### src/wdw_pkg.sv
//----------------------------------------------------------------------
// Purpose : constants and types of the watchdog with watch mode
// Assumes : byte-wide special function register access
// Notes   : offsets are register addresses on the special function bus
//----------------------------------------------------------------------
`default_nettype none
package wdw_pkg;

    //------------------------------------------------------------------
    // register addresses
    //------------------------------------------------------------------
    localparam logic [7:0] ADDR_CLK_CTRL3  = 8'h41;
    localparam logic [7:0] ADDR_SYSFLAG_IE = 8'h8E;
    localparam logic [7:0] ADDR_PWR_FLAGS  = 8'h97;
    localparam logic [7:0] ADDR_WDOG_CTRL  = 8'hE1;

    //------------------------------------------------------------------
    // field positions and reset values
    //------------------------------------------------------------------
    localparam int WC_RST_EN    = 7;
    localparam int WC_NON_STOP  = 6;
    localparam int WC_ENABLE    = 5;
    localparam int WC_CLEAR     = 4;
    localparam int WC_IDLE      = 3;
    localparam int WC_PS_MSB    = 2;
    localparam int CK3_CS_MSB   = 7;
    localparam int CK3_CS_LSB   = 6;
    localparam int CK3_FS       = 4;
    localparam int CK3_MCKD_MSB = 3;
    localparam int CK3_MCKD_LSB = 2;
    localparam int PF_OVF       = 0;
    localparam int SYSTEM_FLAG_IRQ_ENABLE_OVF     = 0;

    localparam logic [1:0] CK3_LOW_FIXED = 2'h2;
    localparam logic [1:0] CK3_CS_RESET  = 2'h0;
    localparam logic [2:0] WC_PS_RESET   = 3'h0;

    //------------------------------------------------------------------
    // timing
    //------------------------------------------------------------------
    localparam logic [3:0] SYS_DIV        = 4'hC;
    localparam int         CLK_PERIOD_NS  = 40;
    localparam int         LRC_LATENCY_US = 120;
    localparam int         LRC_LATENCY_CYC = (LRC_LATENCY_US * 1000) / CLK_PERIOD_NS;

    //------------------------------------------------------------------
    // types
    //------------------------------------------------------------------
    typedef enum logic [1:0] {
        WDW_SRC_LRC    = 2'b00,
        WDW_SRC_EXT    = 2'b01,
        WDW_SRC_SYS12  = 2'b10,
        WDW_SRC_SERIAL = 2'b11
    } wdw_src_e;

    typedef enum logic {
        WDW_ST_LOAD = 1'b0,
        WDW_ST_RUN  = 1'b1
    } wdw_state_e;

endpackage
`default_nettype wire

### src/wdw_watchdog.sv
//----------------------------------------------------------------------
// Purpose : watchdog timer with watch mode, fused options, register access
// Assumes : clock source ticks, power modes and fuses synchronous to CLK
// Notes   : RST_B is power-on reset; SYS_RST covers pin, soft, wdog reset
//----------------------------------------------------------------------
// Function
// - non-stop bit keeps low-speed rc oscillator running in power-down
// - overflow in watch mode wakes cpu via interrupt or reset
// - watch wake-up only with low-speed rc or external clock source
// - reset-enable set gives system reset, else flag only
// - sticky enable bits accept only ones outside the protected page
// - non-stop clear halts in power-down; set counts in idle, and in power-down on rc or external source
// - enable bit starts watchdog; cleared only by power-on or protected page
// - clear bit write of one zeroes counter and restarts counting
// - in idle count only when idle-control bit or non-stop bit is one
// - prescaler select gives ratios 2 to 256
// - overflow source is bit-8 overflow or bit-0 overflow
// - clock source field picks rc, external pin, sysclk/12, serial overflow
// - hardware sets overflow flag, writing one clears it
// - flag interrupt enable gates the shared system-flag request
// - auto-enable fuse sets enable and loads fused fields at power-up
// - without auto-enable fuse watchdog stays off until software enables
// - auto-enable plus write-protect blocks all writes except clear
// - write-protect fuse blocks writes to reset, non-stop, idle, prescaler
// - low-speed rc path adds about 120us latency to the period
// - control register survives every reset except power-on
// - eight-bit counter behind eight-bit prescaler on selected clock
// - interrupt needs flag enable and global system-flag enable
`timescale 1ns/1ns
`default_nettype none
module wdw_watchdog
#(
    parameter int PRE_W = 8,
    parameter int CNT_W = 8
)
(
    input  wire logic                CLK,
    input  wire logic                RST_B,
    input  wire logic                SYS_RST,
    input  wire logic [7:0]          SFR_ADDR,
    input  wire logic [7:0]          SFR_WDATA,
    input  wire logic                SFR_WR,
    input  wire logic                SFR_RD,
    input  wire logic                SFR_PAGE_P,
    output logic      [7:0]          SFR_RDATA,
    input  wire logic                IDLE_MODE,
    input  wire logic                POWER_DOWN,
    input  wire logic                LRC_TICK,
    input  wire logic                EXT_CLK_TICK,
    input  wire logic                SERIAL_TIMER_OVF,
    input  wire logic                GLOBAL_SYSFLAG_IRQ_EN,
    input  wire logic                FUSE_AUTO_ENABLE,
    input  wire logic                FUSE_WRITE_PROTECT,
    input  wire logic                FUSE_RESET_ENABLE,
    input  wire logic                FUSE_NON_STOP,
    input  wire logic                FUSE_IDLE_CONTROL,
    input  wire logic [2:0]          FUSE_PRESCALER,
    output logic                     LRC_KEEP_RUNNING,
    output logic                     OVF_IRQ,
    output logic                     WDT_RESET_REQ,
    output logic                     WAKE_REQ
);
    import wdw_pkg::*;

    if (PRE_W < 8 || CNT_W < 2)
    begin : g_bad_width
        $error("prescaler needs at least 8 bits and counter at least 2");
    end

    //------------------------------------------------------------------
    // helpers
    //------------------------------------------------------------------
    function automatic logic sticky_bit(input logic old_v, input logic new_v,
                                        input logic page_p);
        return page_p ? new_v : (old_v | new_v);
    endfunction

    function automatic logic [PRE_W-1:0] pre_mask(input logic [2:0] ps);
        logic [PRE_W:0] t;
        t = {{PRE_W-1{1'b0}}, 2'b10} << ps;
        return PRE_W'(t - 1'b1);
    endfunction

    //------------------------------------------------------------------
    // state
    //------------------------------------------------------------------
    wdw_state_e       state_q;
    logic             rst_en_q, non_stop_q, enable_q, idle_ctl_q;
    logic [2:0]       ps_q;
    logic [1:0]       cs_q, mckd_q;
    logic             fs_q, ie_q, flag_q, fuse_auto_q, fuse_wp_q;
    logic [3:0]       div_q;
    logic [PRE_W-1:0] pre_q;
    logic [CNT_W-1:0] cnt_q;
    logic [7:0]       rdata_q;
    logic             rst_req_q, wake_q, irq_q, lrc_run_q;

    //------------------------------------------------------------------
    // write decode
    //------------------------------------------------------------------
    wire   running   = (state_q == WDW_ST_RUN);
    wire   wr_wd     = SFR_WR && running && (SFR_ADDR == ADDR_WDOG_CTRL);
    wire   wr_ck3    = SFR_WR && SFR_PAGE_P && (SFR_ADDR == ADDR_CLK_CTRL3);
    wire   wr_pf     = SFR_WR && (SFR_ADDR == ADDR_PWR_FLAGS);
    wire   wr_ie     = SFR_WR && (SFR_ADDR == ADDR_SYSFLAG_IE);
    wire   lock_all  = fuse_auto_q && fuse_wp_q;
    wire   cfg_ok    = wr_wd && !fuse_wp_q;
    wire   en_ok     = wr_wd && !lock_all;
    wire   clear_wr  = wr_wd && SFR_WDATA[WC_CLEAR];
    wire   flag_clr  = wr_pf && SFR_WDATA[PF_OVF];

    wire   rst_en_d  = cfg_ok ? sticky_bit(rst_en_q, SFR_WDATA[WC_RST_EN], SFR_PAGE_P)
                              : rst_en_q;
    wire   non_stop_d = cfg_ok ? sticky_bit(non_stop_q, SFR_WDATA[WC_NON_STOP], SFR_PAGE_P)
                               : non_stop_q;
    wire   enable_d  = en_ok ? sticky_bit(enable_q, SFR_WDATA[WC_ENABLE], SFR_PAGE_P)
                             : enable_q;
    wire   idle_d    = cfg_ok ? SFR_WDATA[WC_IDLE] : idle_ctl_q;
    wire [2:0] ps_d  = cfg_ok ? SFR_WDATA[WC_PS_MSB:0] : ps_q;

    //------------------------------------------------------------------
    // clock source and gating
    //------------------------------------------------------------------
    wire   sys12_tick = (div_q == SYS_DIV - 4'h1);
    // low-speed rc ticks carry the oscillator's own latency upstream
    wire   src_tick  = (cs_q == WDW_SRC_LRC)   ? LRC_TICK
                     : (cs_q == WDW_SRC_EXT)   ? EXT_CLK_TICK
                     : (cs_q == WDW_SRC_SYS12) ? sys12_tick
                     : SERIAL_TIMER_OVF;
    wire   pd_src_ok = (cs_q == WDW_SRC_LRC) || (cs_q == WDW_SRC_EXT);
    wire   pd_ok     = non_stop_q && pd_src_ok;
    wire   idle_ok   = idle_ctl_q || non_stop_q;
    wire   mode_ok   = POWER_DOWN ? pd_ok : (IDLE_MODE ? idle_ok : 1'b1);
    wire   tick      = running && enable_q && mode_ok && src_tick;
    wire [PRE_W-1:0] mask = pre_mask(ps_q);
    wire   pre_tick  = tick && ((pre_q & mask) == mask);
    wire   ovf_evt   = pre_tick && (fs_q ? cnt_q[0] : (&cnt_q));
    wire   cnt_clr   = clear_wr || SYS_RST;

    //------------------------------------------------------------------
    // read mux
    //------------------------------------------------------------------
    wire [7:0] wd_view  = {rst_en_q, non_stop_q, enable_q, 1'b0, idle_ctl_q, ps_q};
    wire [7:0] ck3_view = {cs_q, 1'b0, fs_q, mckd_q, CK3_LOW_FIXED};
    wire [7:0] rdata_d  = (SFR_ADDR == ADDR_WDOG_CTRL)  ? wd_view
                        : (SFR_ADDR == ADDR_CLK_CTRL3)  ? ck3_view
                        : (SFR_ADDR == ADDR_PWR_FLAGS)  ? {7'h00, flag_q}
                        : (SFR_ADDR == ADDR_SYSFLAG_IE) ? {7'h00, ie_q}
                        : 8'h00;

    //------------------------------------------------------------------
    // control register: power-on only, fused load on release
    //------------------------------------------------------------------
    always_ff @(posedge CLK or negedge RST_B)
    begin
        if (!RST_B)
        begin
            state_q     <= WDW_ST_LOAD;
            fuse_auto_q <= 1'b0;
            fuse_wp_q   <= 1'b0;
            rst_en_q    <= 1'b0;
            non_stop_q  <= 1'b0;
            enable_q    <= 1'b0;
            idle_ctl_q  <= 1'b0;
            ps_q        <= WC_PS_RESET;
        end
        else if (!running)
        begin
            state_q     <= WDW_ST_RUN;
            fuse_auto_q <= FUSE_AUTO_ENABLE;
            fuse_wp_q   <= FUSE_WRITE_PROTECT;
            if (FUSE_AUTO_ENABLE)
            begin
                enable_q   <= 1'b1;
                rst_en_q   <= FUSE_RESET_ENABLE;
                non_stop_q <= FUSE_NON_STOP;
                idle_ctl_q <= FUSE_IDLE_CONTROL;
                ps_q       <= FUSE_PRESCALER;
            end
        end
        else
        begin
            // SYS_RST deliberately leaves these untouched
            rst_en_q   <= rst_en_d;
            non_stop_q <= non_stop_d;
            enable_q   <= enable_d;
            idle_ctl_q <= idle_d;
            ps_q       <= ps_d;
        end
    end

    //------------------------------------------------------------------
    // other registers
    //------------------------------------------------------------------
    always_ff @(posedge CLK or negedge RST_B)
    begin
        if (!RST_B)
        begin
            cs_q   <= CK3_CS_RESET;
            fs_q   <= 1'b0;
            mckd_q <= 2'h0;
            ie_q   <= 1'b0;
        end
        else
        begin
            if (wr_ck3)
            begin
                cs_q   <= SFR_WDATA[CK3_CS_MSB:CK3_CS_LSB];
                fs_q   <= SFR_WDATA[CK3_FS];
                mckd_q <= SFR_WDATA[CK3_MCKD_MSB:CK3_MCKD_LSB];
            end
            if (wr_ie)
            begin
                ie_q <= SFR_WDATA[SYSTEM_FLAG_IRQ_ENABLE_OVF];
            end
        end
    end

    //------------------------------------------------------------------
    // counting chain, flag and requests
    //------------------------------------------------------------------
    always_ff @(posedge CLK or negedge RST_B)
    begin
        if (!RST_B)
        begin
            div_q <= 4'h0;
            pre_q <= '0;
            cnt_q <= '0;
        end
        else
        begin
            div_q <= sys12_tick ? 4'h0 : div_q + 4'h1;
            if (cnt_clr)
            begin
                pre_q <= '0;
                cnt_q <= '0;
            end
            else if (tick)
            begin
                pre_q <= pre_q + 1'b1;
                cnt_q <= pre_tick ? cnt_q + 1'b1 : cnt_q;
            end
        end
    end

    always_ff @(posedge CLK or negedge RST_B)
    begin
        if (!RST_B)
        begin
            flag_q    <= 1'b0;
            rst_req_q <= 1'b0;
            wake_q    <= 1'b0;
            irq_q     <= 1'b0;
            lrc_run_q <= 1'b1;
            rdata_q   <= 8'h00;
        end
        else
        begin
            flag_q    <= ovf_evt || (flag_q && !flag_clr);
            rst_req_q <= ovf_evt && rst_en_q;
            wake_q    <= ovf_evt && POWER_DOWN;
            irq_q     <= flag_q && ie_q && GLOBAL_SYSFLAG_IRQ_EN;
            lrc_run_q <= !POWER_DOWN || non_stop_q;
            if (SFR_RD)
            begin
                rdata_q <= rdata_d;
            end
        end
    end

    assign SFR_RDATA        = rdata_q;
    assign OVF_IRQ          = irq_q;
    assign WDT_RESET_REQ    = rst_req_q;
    assign WAKE_REQ         = wake_q;
    assign LRC_KEEP_RUNNING = lrc_run_q;
endmodule
`default_nettype wire

### config.mk
export PLATFORM = sky130hd
export DESIGN_NAME = wdw_watchdog
export DESIGN_NICKNAME = d
export VERILOG_FILES = /design/src/wdw_pkg.sv /design/src/wdw_watchdog.sv
export SDC_FILE = /design/constraint.sdc
export NUM_CORES = 1
export LEC_CHECK = 0
export BUFFER_PORTS_ARGS = -buffer_cell sky130_fd_sc_hd__clkbuf_2
export CAP_MARGIN = 10
export CELL_PAD_IN_SITES_DETAIL_PLACEMENT = 1
export CELL_PAD_IN_SITES_GLOBAL_PLACEMENT = 2
export CORE_UTILIZATION = 34
export DETAILED_ROUTE_END_ITERATION = 10
export GPL_TIMING_DRIVEN = 0
export HOLD_SLACK_MARGIN = 0.02
export PLACE_DENSITY_LB_ADDON = 0.1
export SLEW_MARGIN = 20
export SYNTH_ARGS = -nofsm -noshare
export SYNTH_HDL_FRONTEND = slang
export SYNTH_SLANG_ARGS = --single-unit
### constraint.sdc
create_clock -name CLK -period 2.71 [get_ports CLK]
set_clock_uncertainty 0.15 [all_clocks]
set_input_delay 0.4065 -clock CLK [delete_from_list [all_inputs] [get_ports CLK]]
set_output_delay 0.4065 -clock CLK [all_outputs]
set_load 0.02 [all_outputs]
==> summary.md, run 1 <==
| Metric | Value |
|---|---|
| Status | complete, no violations |
| Syn avg cell area | just over 10 um^2 |
| Clk root buf | clkbuf_8 |
| Chip Height | approximately 88 um |
| Lkg Pwr | 1.43 nW |
| Pwr/cell area | 504 mW/mm^2 |
| Power Total | approximately 1.5 mW |
| Routed Antenna Nets | 0 |
| Fin nets | 339 |
| Worst Tran Pin Value | roughly 0.80 ns |
| Drt first pass iters | 4 |
| Max-Cap Viols | 0 |
| Fin. Hold Viols | 0 |
| Met3 Resource Use GR | a little over 3% |
| Max FO, Critical Path | 10 |
| RSZ-0062 raised after global routing | no |
| CTS Sinks | 49 |
| Setup ws final | approximately 0.45 ns |
| CP max stage delay | ~0.39 ns |
| Post-CTS setup buffer count | 0 |
| Fmax | between 400 and 500 MHz |
| Worst vdd ir | approximately 0.24 mV |
| CTS resizes | 0 |
| Cell taking the most area after synthesis | dfrtp_1 |
| Mapped cell area | 0.00253 mm^2 |
| Dominant synthesized flop cell | dfrtp_1 |
| Syn-to-layout area delta | 18.7% |
| CP required | roughly 2.8 ns |
| Finished Cell Area | 0.00300 mm^2 |
| Pre-CTS WS | 0.417 ns |
| GRT Total Usage | 18.1% |
| Hold_buf cts | 0 |
| Clk slew on worst S/H paths | about 0.1 ns |
| Via/cell ratio | around 5.2 |
| Worst hold path type | input port to asynchronous set/reset pin |
| First-pass GRT wire length | 10,800 um |
| Die width | slightly below 90 um |
| Setup_tns | 0 ns |
| Final Non-Filler Cells | 400 |
| GP Congestion | 0.764 |
| Initial DRC count | 48 |
| Synth top area cells | dfrtp_1 48%, a21oi_1 3.6%, mux2i_1 3.6%, mux2_2 3.6%, nor2_1 3.0% |
| Startpoint types | flop |
| Final setup viols | 0 |
| I/O pin count | 48 |
| Kind of critical path | flop to flop |
| Die ar. | 0.00778 mm^2 |
| Post-synthesis register bit count | about 50 |
| Max Root-Sink Buffers | 2 |
| Fin crit period | 2.26 ns |
| Top cells by count, synth | 48 x dfrtp_1, 20 x nor2_1, 18 x a21oi_1 |
| Fraction of layout cells with a size suffix above 1 | 26.2% |
| Net count after synthesis | 286 |
| CORE AREA | 0.00721 mm^2 |
| Worst path bufs/invs | 1 |
| Yosys warning count | 0 |
| Dpl cell area | 0.00288 mm^2 |
| R2R Path Start | div_q[0] |
| Post-Place Cells | around 390 |
| Largest net degree at the start of global routing | 50 |
| Port Buffers | 46 |
| CP delay by family, top | simple AND/OR/NAND/NOR gates |
| Cell Rows | 31 |
| Post-synth EDFFs | 0 |
| Initial antenna violation count | 0 |
| Finished Core Util | 41.6% |
| Slowest CP cell | dfrtp_1 |
| Grt ovf | 0 |
| Slew headroom | 45.7% |
| Arrival time at the worst endpoint | between 2 and 2.5 ns |
| Clock latency on the worst-skew pair | about 0.31 ns |
| Register area share after synthesis | 48.6% |
| Most numerous cell in the Yosys netlist | dfrtp_1 |
| WL/cell | 16.0 um |
| Vias | 2,070 |
| Vias in the first global route | 2,081 |
| CTS buffer count | 5 |
| Cells after Synth | 247 |
| Most used routing layer | met2 |
| H-Tree Level Count | 2 |
| Post-synth top area share | between 40% and 50% |
| Fin crit share | approximately 83% |
| Ys async rst share | 100% |
| GR Util met1 | 26.4% |
| # diodes | 0 |
| Crit path cell chain | ha_1, nand3b_4, o311ai_4, nand3_2, buf_6, nor4_1, mux2i_1 |
| TritonCTS clock tree | done |
| Initial Util | 35.0% |
| Post-route DRC | 0 |
| Crit. End Element | flop |
| Hold_ws | ~0.0053 ns |
| GR Util met2 | 28.5% |
| Routed WL | 6410 um |
| Post-synth cell types | 53 |
| Worst Setup SP | div_q[0] |
| Fin. max-slew vios | 0 |
| HPWL Detailed | 4840 um |
## state kept, by name, summed over array words and instances (netlist names), 2 cells and up
| register | count |
|---|---|
| mckd_q | 2 |
| SFR_RDATA | 8 |
| ps_q | 3 |
| cnt_q | 8 |
| cs_q | 2 |
| pre_q | 8 |
| div_q | 4 |
## layer usage
| layer | vias up | wire [um] |
|---|---|---|
| li1 | 1008 | - |
| met1 | 1017 | 3230 |
| met2 | 40 | 2910 |
| met3 | 5 | 216 |
| met4 | 0 | 55 |
| met5 | - | 0 |
## final timing paths
kind                               endpoint  slack, ns  cells past startpoint
setup / recovery                   cnt_q[6]       0.45                      7
hold / removal                 SFR_RDATA[5]      0.005                      1
setup reg to reg                   cnt_q[6]       0.45                      7
hold reg to reg                    div_q[0]       0.32                      1
max in group asynchronous         fuse_wp_q       1.94                      1
min in group CLK           LRC_KEEP_RUNNING       0.18                      2
## cells in the final DEF (no fill, tap or decap), drive strengths merged, types with 3 or more instances in the layout
cell type and instances:
dfrtp 48, nor4 5, nor2b 6, nand2 17
o21ai 12, mux2i 9, inv 10, ha 3
nor2 20, nand4 7, or2 5, and4 4
or3 3, mux2 8, and3 7, clkbuf 54
a21o 4, and2 3, buf 5, xor2 3
a22oi 4, nand3 13, a21oi 18
## where the power goes
group | internal, mW | total, mW | leakage (nW) | switching, mW
clock network | 0.277 | 0.545 | 0.0543 | 0.268
logic | 0.0704 | 0.172 | 0.731 | 0.102
registers | 0.762 | 0.795 | 0.642 | 0.0331
total | 1.11 | 1.51 | 1.43 | 0.403
## logic make-up (layout without fill, tap and decap cells)
group / Yosys count / in the layout / synth area share (%)
and+or+nand+nor: 100 / 100 / 22.9
AOI/OAI and AO/OA: 54 / 54 / 14.6
DFF: 49 / 49 / 48.6
buffers and inverters: 18 / 72 / 3.47
muxes: 17 / 17 / 7.13
xor gates and xnor gates: 5 / 5 / 1.73
adders and majority gates: 3 / 3 / 1.49
other: 1 / 1 / 0.148
## cell type report
type	instances	area (um^2)
fillers	868	4220
plain buffers	8	50.0
flip-flops and latches	49	1230
well taps	99	124
clock inverters	3	46.3
repair buffers	46	233
multi-input cells	180	1210
clock buffers	5	68.8
inverters	10	37.5
Power figures use the tool's default switching activity.
==> run 2, diff against run 1 <==
CORE_UTILIZATION = 31   (was 34)
clock period = 1.9 ns   (was 2.71 ns; I/O delays follow)
==> run 2 against run 1 <==
Effect of this change:
- the run now ends with negative setup slack left
- utilization is 0.74 points higher
- critical path depth is 1 higher
- die area is 9.5% higher
- power is 37% higher
- highest routed layer unchanged
==> summary.md, run 2 (same netlist as run 1, synthesis figures left out) <==
| Metric | Value |
|---|---|
| Status | finished with violations |
| Violated checks | negative setup slack |
| Via/cell ratio | 5.16 |
| Fraction of layout cells with a size suffix above 1 | 36.0% |
| Most frequent CP cell | buf_8 |
| Clk slew on worst S/H paths | 0.10 ns |
| Vias | 2,148 |
| CTS Sinks | 49 |
| First-pass GRT wire length | roughly 11,000 um |
| Power Total | 2.07 mW |
| Fin nets | 352 |
| Die width | 92.3 um |
| Crit path cell chain | ha_4, nand3b_4, o311ai_4, nand3_4, buf_8, buf_8, nor4_4, o21a_1 |
| Worst hold path type | input port to flop |
| Fin. Hold Viols | 0 |
| Kind of critical path | flop to flop |
| HPWL Detailed | 4980 um |
| Fin. max-slew vios | 0 |
| Routed Antenna Nets | 0 |
| CP required | about 2 ns |
| Initial DRC count | 68 |
| Worst path bufs/invs | 2 |
| Arrival time at the worst endpoint | 2.15 ns |
| GRT Total Usage | ~17% |
| Largest net degree at the start of global routing | 50 |
| Lkg Pwr | about 1.6 nW |
| Max-Cap Viols | 0 |
| TritonCTS clock tree | done |
| R2r setup slk | -0.15 ns |
| Final setup viols | 17 |
| Hold_ws | 0.0616 ns |
| Max FO, Critical Path | 6 |
| Worst Tran Pin Value | 0.714 ns |
| Max Root-Sink Buffers | 2 |
| Drt first pass iters | 4 |
| Worst vdd ir | 0.280 mV |
| Initial antenna violation count | 0 |
| CP max stage delay | 0.43 ns |
| Grt ovf | 0 |
| Most frequent cells in the layout | 48 x dfrtp_1, 45 x clkbuf_2, 20 x nor2_1 |
| Startpoint types | flop |
| CP delay by family, top | simple AND/OR/NAND/NOR gates |
| Post-route DRC | 0 |
| GP Congestion | 0.773 |
| CORE AREA | 0.00781 mm^2 |
| Initial Util | 32.4% |
| # diodes | 0 |
| Clock latency on the worst-skew pair | 0.30 ns |
| Cell Rows | 32 |
| Slowest CP cell | dfrtp_1 |
| Chip Height | just over 90 um |
| Crit. End Element | flop |
| Pwr/cell area | 628 mW/mm^2 |
| Fin crit period | 2.05 ns |
| Setup ws final | -0.154 ns |
| Die ar. | 0.00851 mm^2 |
| Port Buffers | 46 |
| Syn-to-layout area delta | 30.7% |
| Most common cell after layout, fill and taps aside | dfrtp_1 |
| CTS buffer count | 5 |
| Clk root buf | clkbuf_8 |
| WL/cell | 16.7 um |
| RSZ-0062 raised after global routing | yes |
| Finished Cell Area | approximately 0.0033 mm^2 |
| Dpl cell area | a little under 0.003 mm^2 |
| Slew headroom | 52.4% |
| Fmax | roughly 490 MHz |
| Vias in the first global route | 2,204 |
| Routed WL | 6960 um |
| Fin crit share | 108% |
| H-Tree Level Count | 2 |
| I/O pin count | 48 |
run 2: cell types whose count changed in the layout (fill, tap and decap cells not counted), sizes merged:
cell,change
buf,+11
bufinv,-1
clkbuf,+1
dlygate4sd3,+1
inv,+1
run 2: report_power, final:
group | switching [mW] | leakage, nW | internal, mW
clock | 0.374 | 0.0445 | 0.262
combinational | 0.170 | 0.883 | 0.132
sequential | 0.0475 | 0.642 | 1.09
run 2: worst register-to-register path, cell delays in order (launching register included):
cell and delay, ns:
dfrtp_1 0.43, ha_4 0.17, nand3b_4 0.09, o311ai_4 0.32, nand3_4 0.15, buf_8 0.18, buf_8 0.14, nor4_4 0.24
o21a_1 0.13
run 2: final timing paths:
| check | startpoint | to | cells after the start |
|---|---|---|---|
| setup reg to reg | div_q[0] | cnt_q[2] | 8 |
| min in group asynchronous | RST_B | div_q[3] | 2 |
| hold / removal | FUSE_WRITE_PROTECT | fuse_wp_q | 2 |
| max in group asynchronous | RST_B | fuse_auto_q | 2 |
| setup / recovery | div_q[0] | cnt_q[2] | 8 |
| hold reg to reg | fuse_auto_q | fuse_auto_q | 1 |
run 2: cell type report:
type,count,area (um^2)
clock inverter,3,21.3
sequential,49,1230
buffer,7,50.0
clock buffer,5,68.8
multi-input combinational,180,1400
tap,102,128
inverter,10,37.5
timing repair buffer,60,372
fill,880,4510
run 2: timing repair:
action | CTS | global route
resized for setup | 24 | 19
hold buffers | 1 | 0
endpoints found under the hold margin | 48 | 0
setup endpoints to repair | 19 | 19
buffers inserted | 9 | 4
pin swaps | 11 | 13
run 2: routing by layer:
metal	up-vias	track usage, %	wire length (um)
li1	1033	-	-
met1	1065	23.9	3350
met2	44	28.3	3310
met3	6	3.65	231
met4	0	3.91	63
met5	-	0	0
run 2: through the flow:
step	setup slack, ns	utilization [%]	cells	TNS [ns]
after floorplan	-0.0142	-	247	-0.0564
after global placement	-0.494	37.3	395	-7.68
after detailed placement	-0.473	37.3	395	-7.70
after CTS	-0.183	40.7	412	-2.05
after global routing	-0.245	42.3	416	-3.28
final	-0.154	42.3	416	-1.53
==> run 3, diff against run 2 <==
CORE_ASPECT_RATIO = 1.4   (was not set)
==> run 3 against run 2 <==
Effect of this change:
- the run still ends with negative setup slack left
- die area barely moved
- final cell count fell by 0.48%
- worst hold slack got worse by 0.016 ns
- combinational power barely moved
- critical endpoint is now flag_q
==> summary.md, run 3 (same netlist as run 1, synthesis figures left out) <==
| Metric | Value |
|---|---|
| CP required | ~2.0 ns |
| Routed Antenna Nets | 0 |
| Cell Rows | 38 |
| Clock latency on the worst-skew pair | 0.31 ns |
| Max-Cap Viols | 0 |
| RSZ-0062 raised after global routing | yes |
| Die width | roughly 78 um |
| # diodes | 0 |
| Slowest CP cell | dfrtp_1 |
| Setup ws final | -0.0843 ns |
| Via/cell ratio | 5.21 |
| Clk root buf | clkbuf_8 |
| Startpoint types | flop |
| Vias in the first global route | 2,313 |
| Most frequent CP cell | buf_4 |
| Arrival time at the worst endpoint | 2.09 ns |
| I/O pin count | 48 |
| H-Tree Level Count | 2 |
| Post-Place Cells | slightly below 400 |
| Worst vdd ir | 0.426 mV |
| Drt first pass iters | 6 |
| Pwr/cell area | 673 mW/mm^2 |
| HPWL Detailed | roughly 5000 um |
| Die ar. | approximately 0.0085 mm^2 |
| Fillcell total | 893 |
| Slew headroom | 51.8% |
| Largest net degree at the start of global routing | 50 |
| Most frequent cells in the layout | 48 x dfrtp_1, 45 x clkbuf_2, 20 x nor2_1 |
| Lkg Pwr | 1.59 nW |
| Vias | 2,157 |
| Violated checks | negative setup slack |
| Final setup viols | 11 |
| Crit path cell chain | ha_4, nand3b_4, o311ai_4, buf_4, and3_4, nand4_1, buf_4, nand2_2 |
| Hold_ws | 0.0455 ns |
| Fin nets | 352 |
| GP Congestion | 0.727 |
| Post-route DRC | 0 |
| First-pass GRT wire length | 11,700 um |
| WL/cell | 17.1 um |
| Syn-to-layout area delta | 31.6% |
| Port Buffers | 46 |
| Fin. max-slew vios | 0 |
| Clk slew on worst S/H paths | 0.10 ns |
| Worst Setup SP | div_q[0] |
| Crit. End Element | flop |
| TritonCTS clock tree | done |
| CP max stage delay | roughly 0.40 ns |
| Grt ovf | 0 |
| R2R Path Start | div_q[0] |
| Routed WL | 7090 um |
| CORE AREA | 0.00785 mm^2 |
| Kind of critical path | flop to flop |
| Initial Util | 32.2% |
| Worst Hold Launch | FUSE_WRITE_PROTECT |
| Fmax | 504 MHz |
| Worst Tran Pin Value | 0.723 ns |
| GRT Total Usage | 18.1% |
| Final Non-Filler Cells | 414 |
| Initial antenna violation count | 0 |
| Fin crit period | 1.98 ns |
| Power Total | 2.24 mW |
| Fin crit share | 104% |
| Max Root-Sink Buffers | 2 |
| Chip Height | approximately 110 um |
| Initial DRC count | 74 |
| Fin. Hold Viols | 0 |
| Max FO, Critical Path | 4 |
| CTS buffer count | 5 |
| Setup_tns | -0.442 ns |
| Worst hold path type | input port to flop |
| Status | finished with violations |
| CTS Sinks | 49 |
| Fraction of layout cells with a size suffix above 1 | 35.7% |
| Most common cell after layout, fill and taps aside | dfrtp_1 |
[run 3: cell count changes in the layout (fill, tap and decap cells not counted), sizes merged]
cell,previous run,this run
buf,16,17
bufinv,0,1
clkinv,1,0
inv,11,10
[run 3: layout make-up]
type / instances / area, um^2 / share of cell area, %
tap: 100 / 125 / 3.76
timing repair buffer: 60 / 369 / 11.1
inverter: 10 / 37.5 / 1.13
multi-input combinational: 180 / 1400 / 42.0
buffer: 7 / 47.5 / 1.43
clock inverter: 2 / 37.5 / 1.13
clock buffer: 6 / 82.6 / 2.48
sequential: 49 / 1230 / 36.9
[run 3: repair_timing]
item / 4_1_cts / 5_1_grt
endpoints found under the setup margin: 19 / 24
cloned: 1 / 0
gates resized for setup: 20 / 15
hold buffers: 1 / 0
pin swaps: 17 / 15
buffers inserted: 12 / 2
endpoints found under the hold margin: 48 / 0
[run 3: stage by stage]
stage	util, %	area, um^2	setup slack (ns)
3_3_place_gp	37.1	2910	-0.421
3_5_place_dp	37.1	2910	-0.434
2_1_floorplan	-	2550	-0.0142
6_report	42.4	3320	-0.0843
4_1_cts	41.6	3260	-0.178
5_1_grt	42.4	3320	-0.186
[run 3: critical path, delay by kind of cell, from the launching register on]
family | cells | cell delay, ns
AOI/OAI and AO/OA | 1 | 0.32
adders and majority gates | 1 | 0.16
buffers and inverters | 2 | 0.38
and+or+nand+nor | 4 | 0.50
DFF | 1 | 0.40
[run 3: power breakdown]
part	leakage, nW	internal [mW]	switching [mW]
Sequential	0.642	1.09	0.0493
Clock	0.0574	0.428	0.373
Combinational	0.890	0.129	0.171
[run 3: metal layers]
| layer | vias to the layer above | routed length [um] | track usage, % |
|---|---|---|---|
| met5 | - | 0 | 0 |
| met4 | 0 | 83 | 5.56 |
| met3 | 6 | 146 | 2.34 |
| met2 | 30 | 3820 | 33.8 |
| met1 | 1089 | 3040 | 21.5 |
| li1 | 1032 | - | - |
[run 3: worst paths after layout]
check / end / slack (ns) / depth (start not counted)
worst max-delay path: flag_q / -0.08 / 8
worst min-delay path: fuse_wp_q / 0.05 / 2
worst max register to register: flag_q / -0.08 / 8
worst min register to register: fuse_auto_q / 0.34 / 1
max in group asynchronous: OVF_IRQ / 0.69 / 2
min in group asynchronous: pre_q[6] / 0.43 / 2
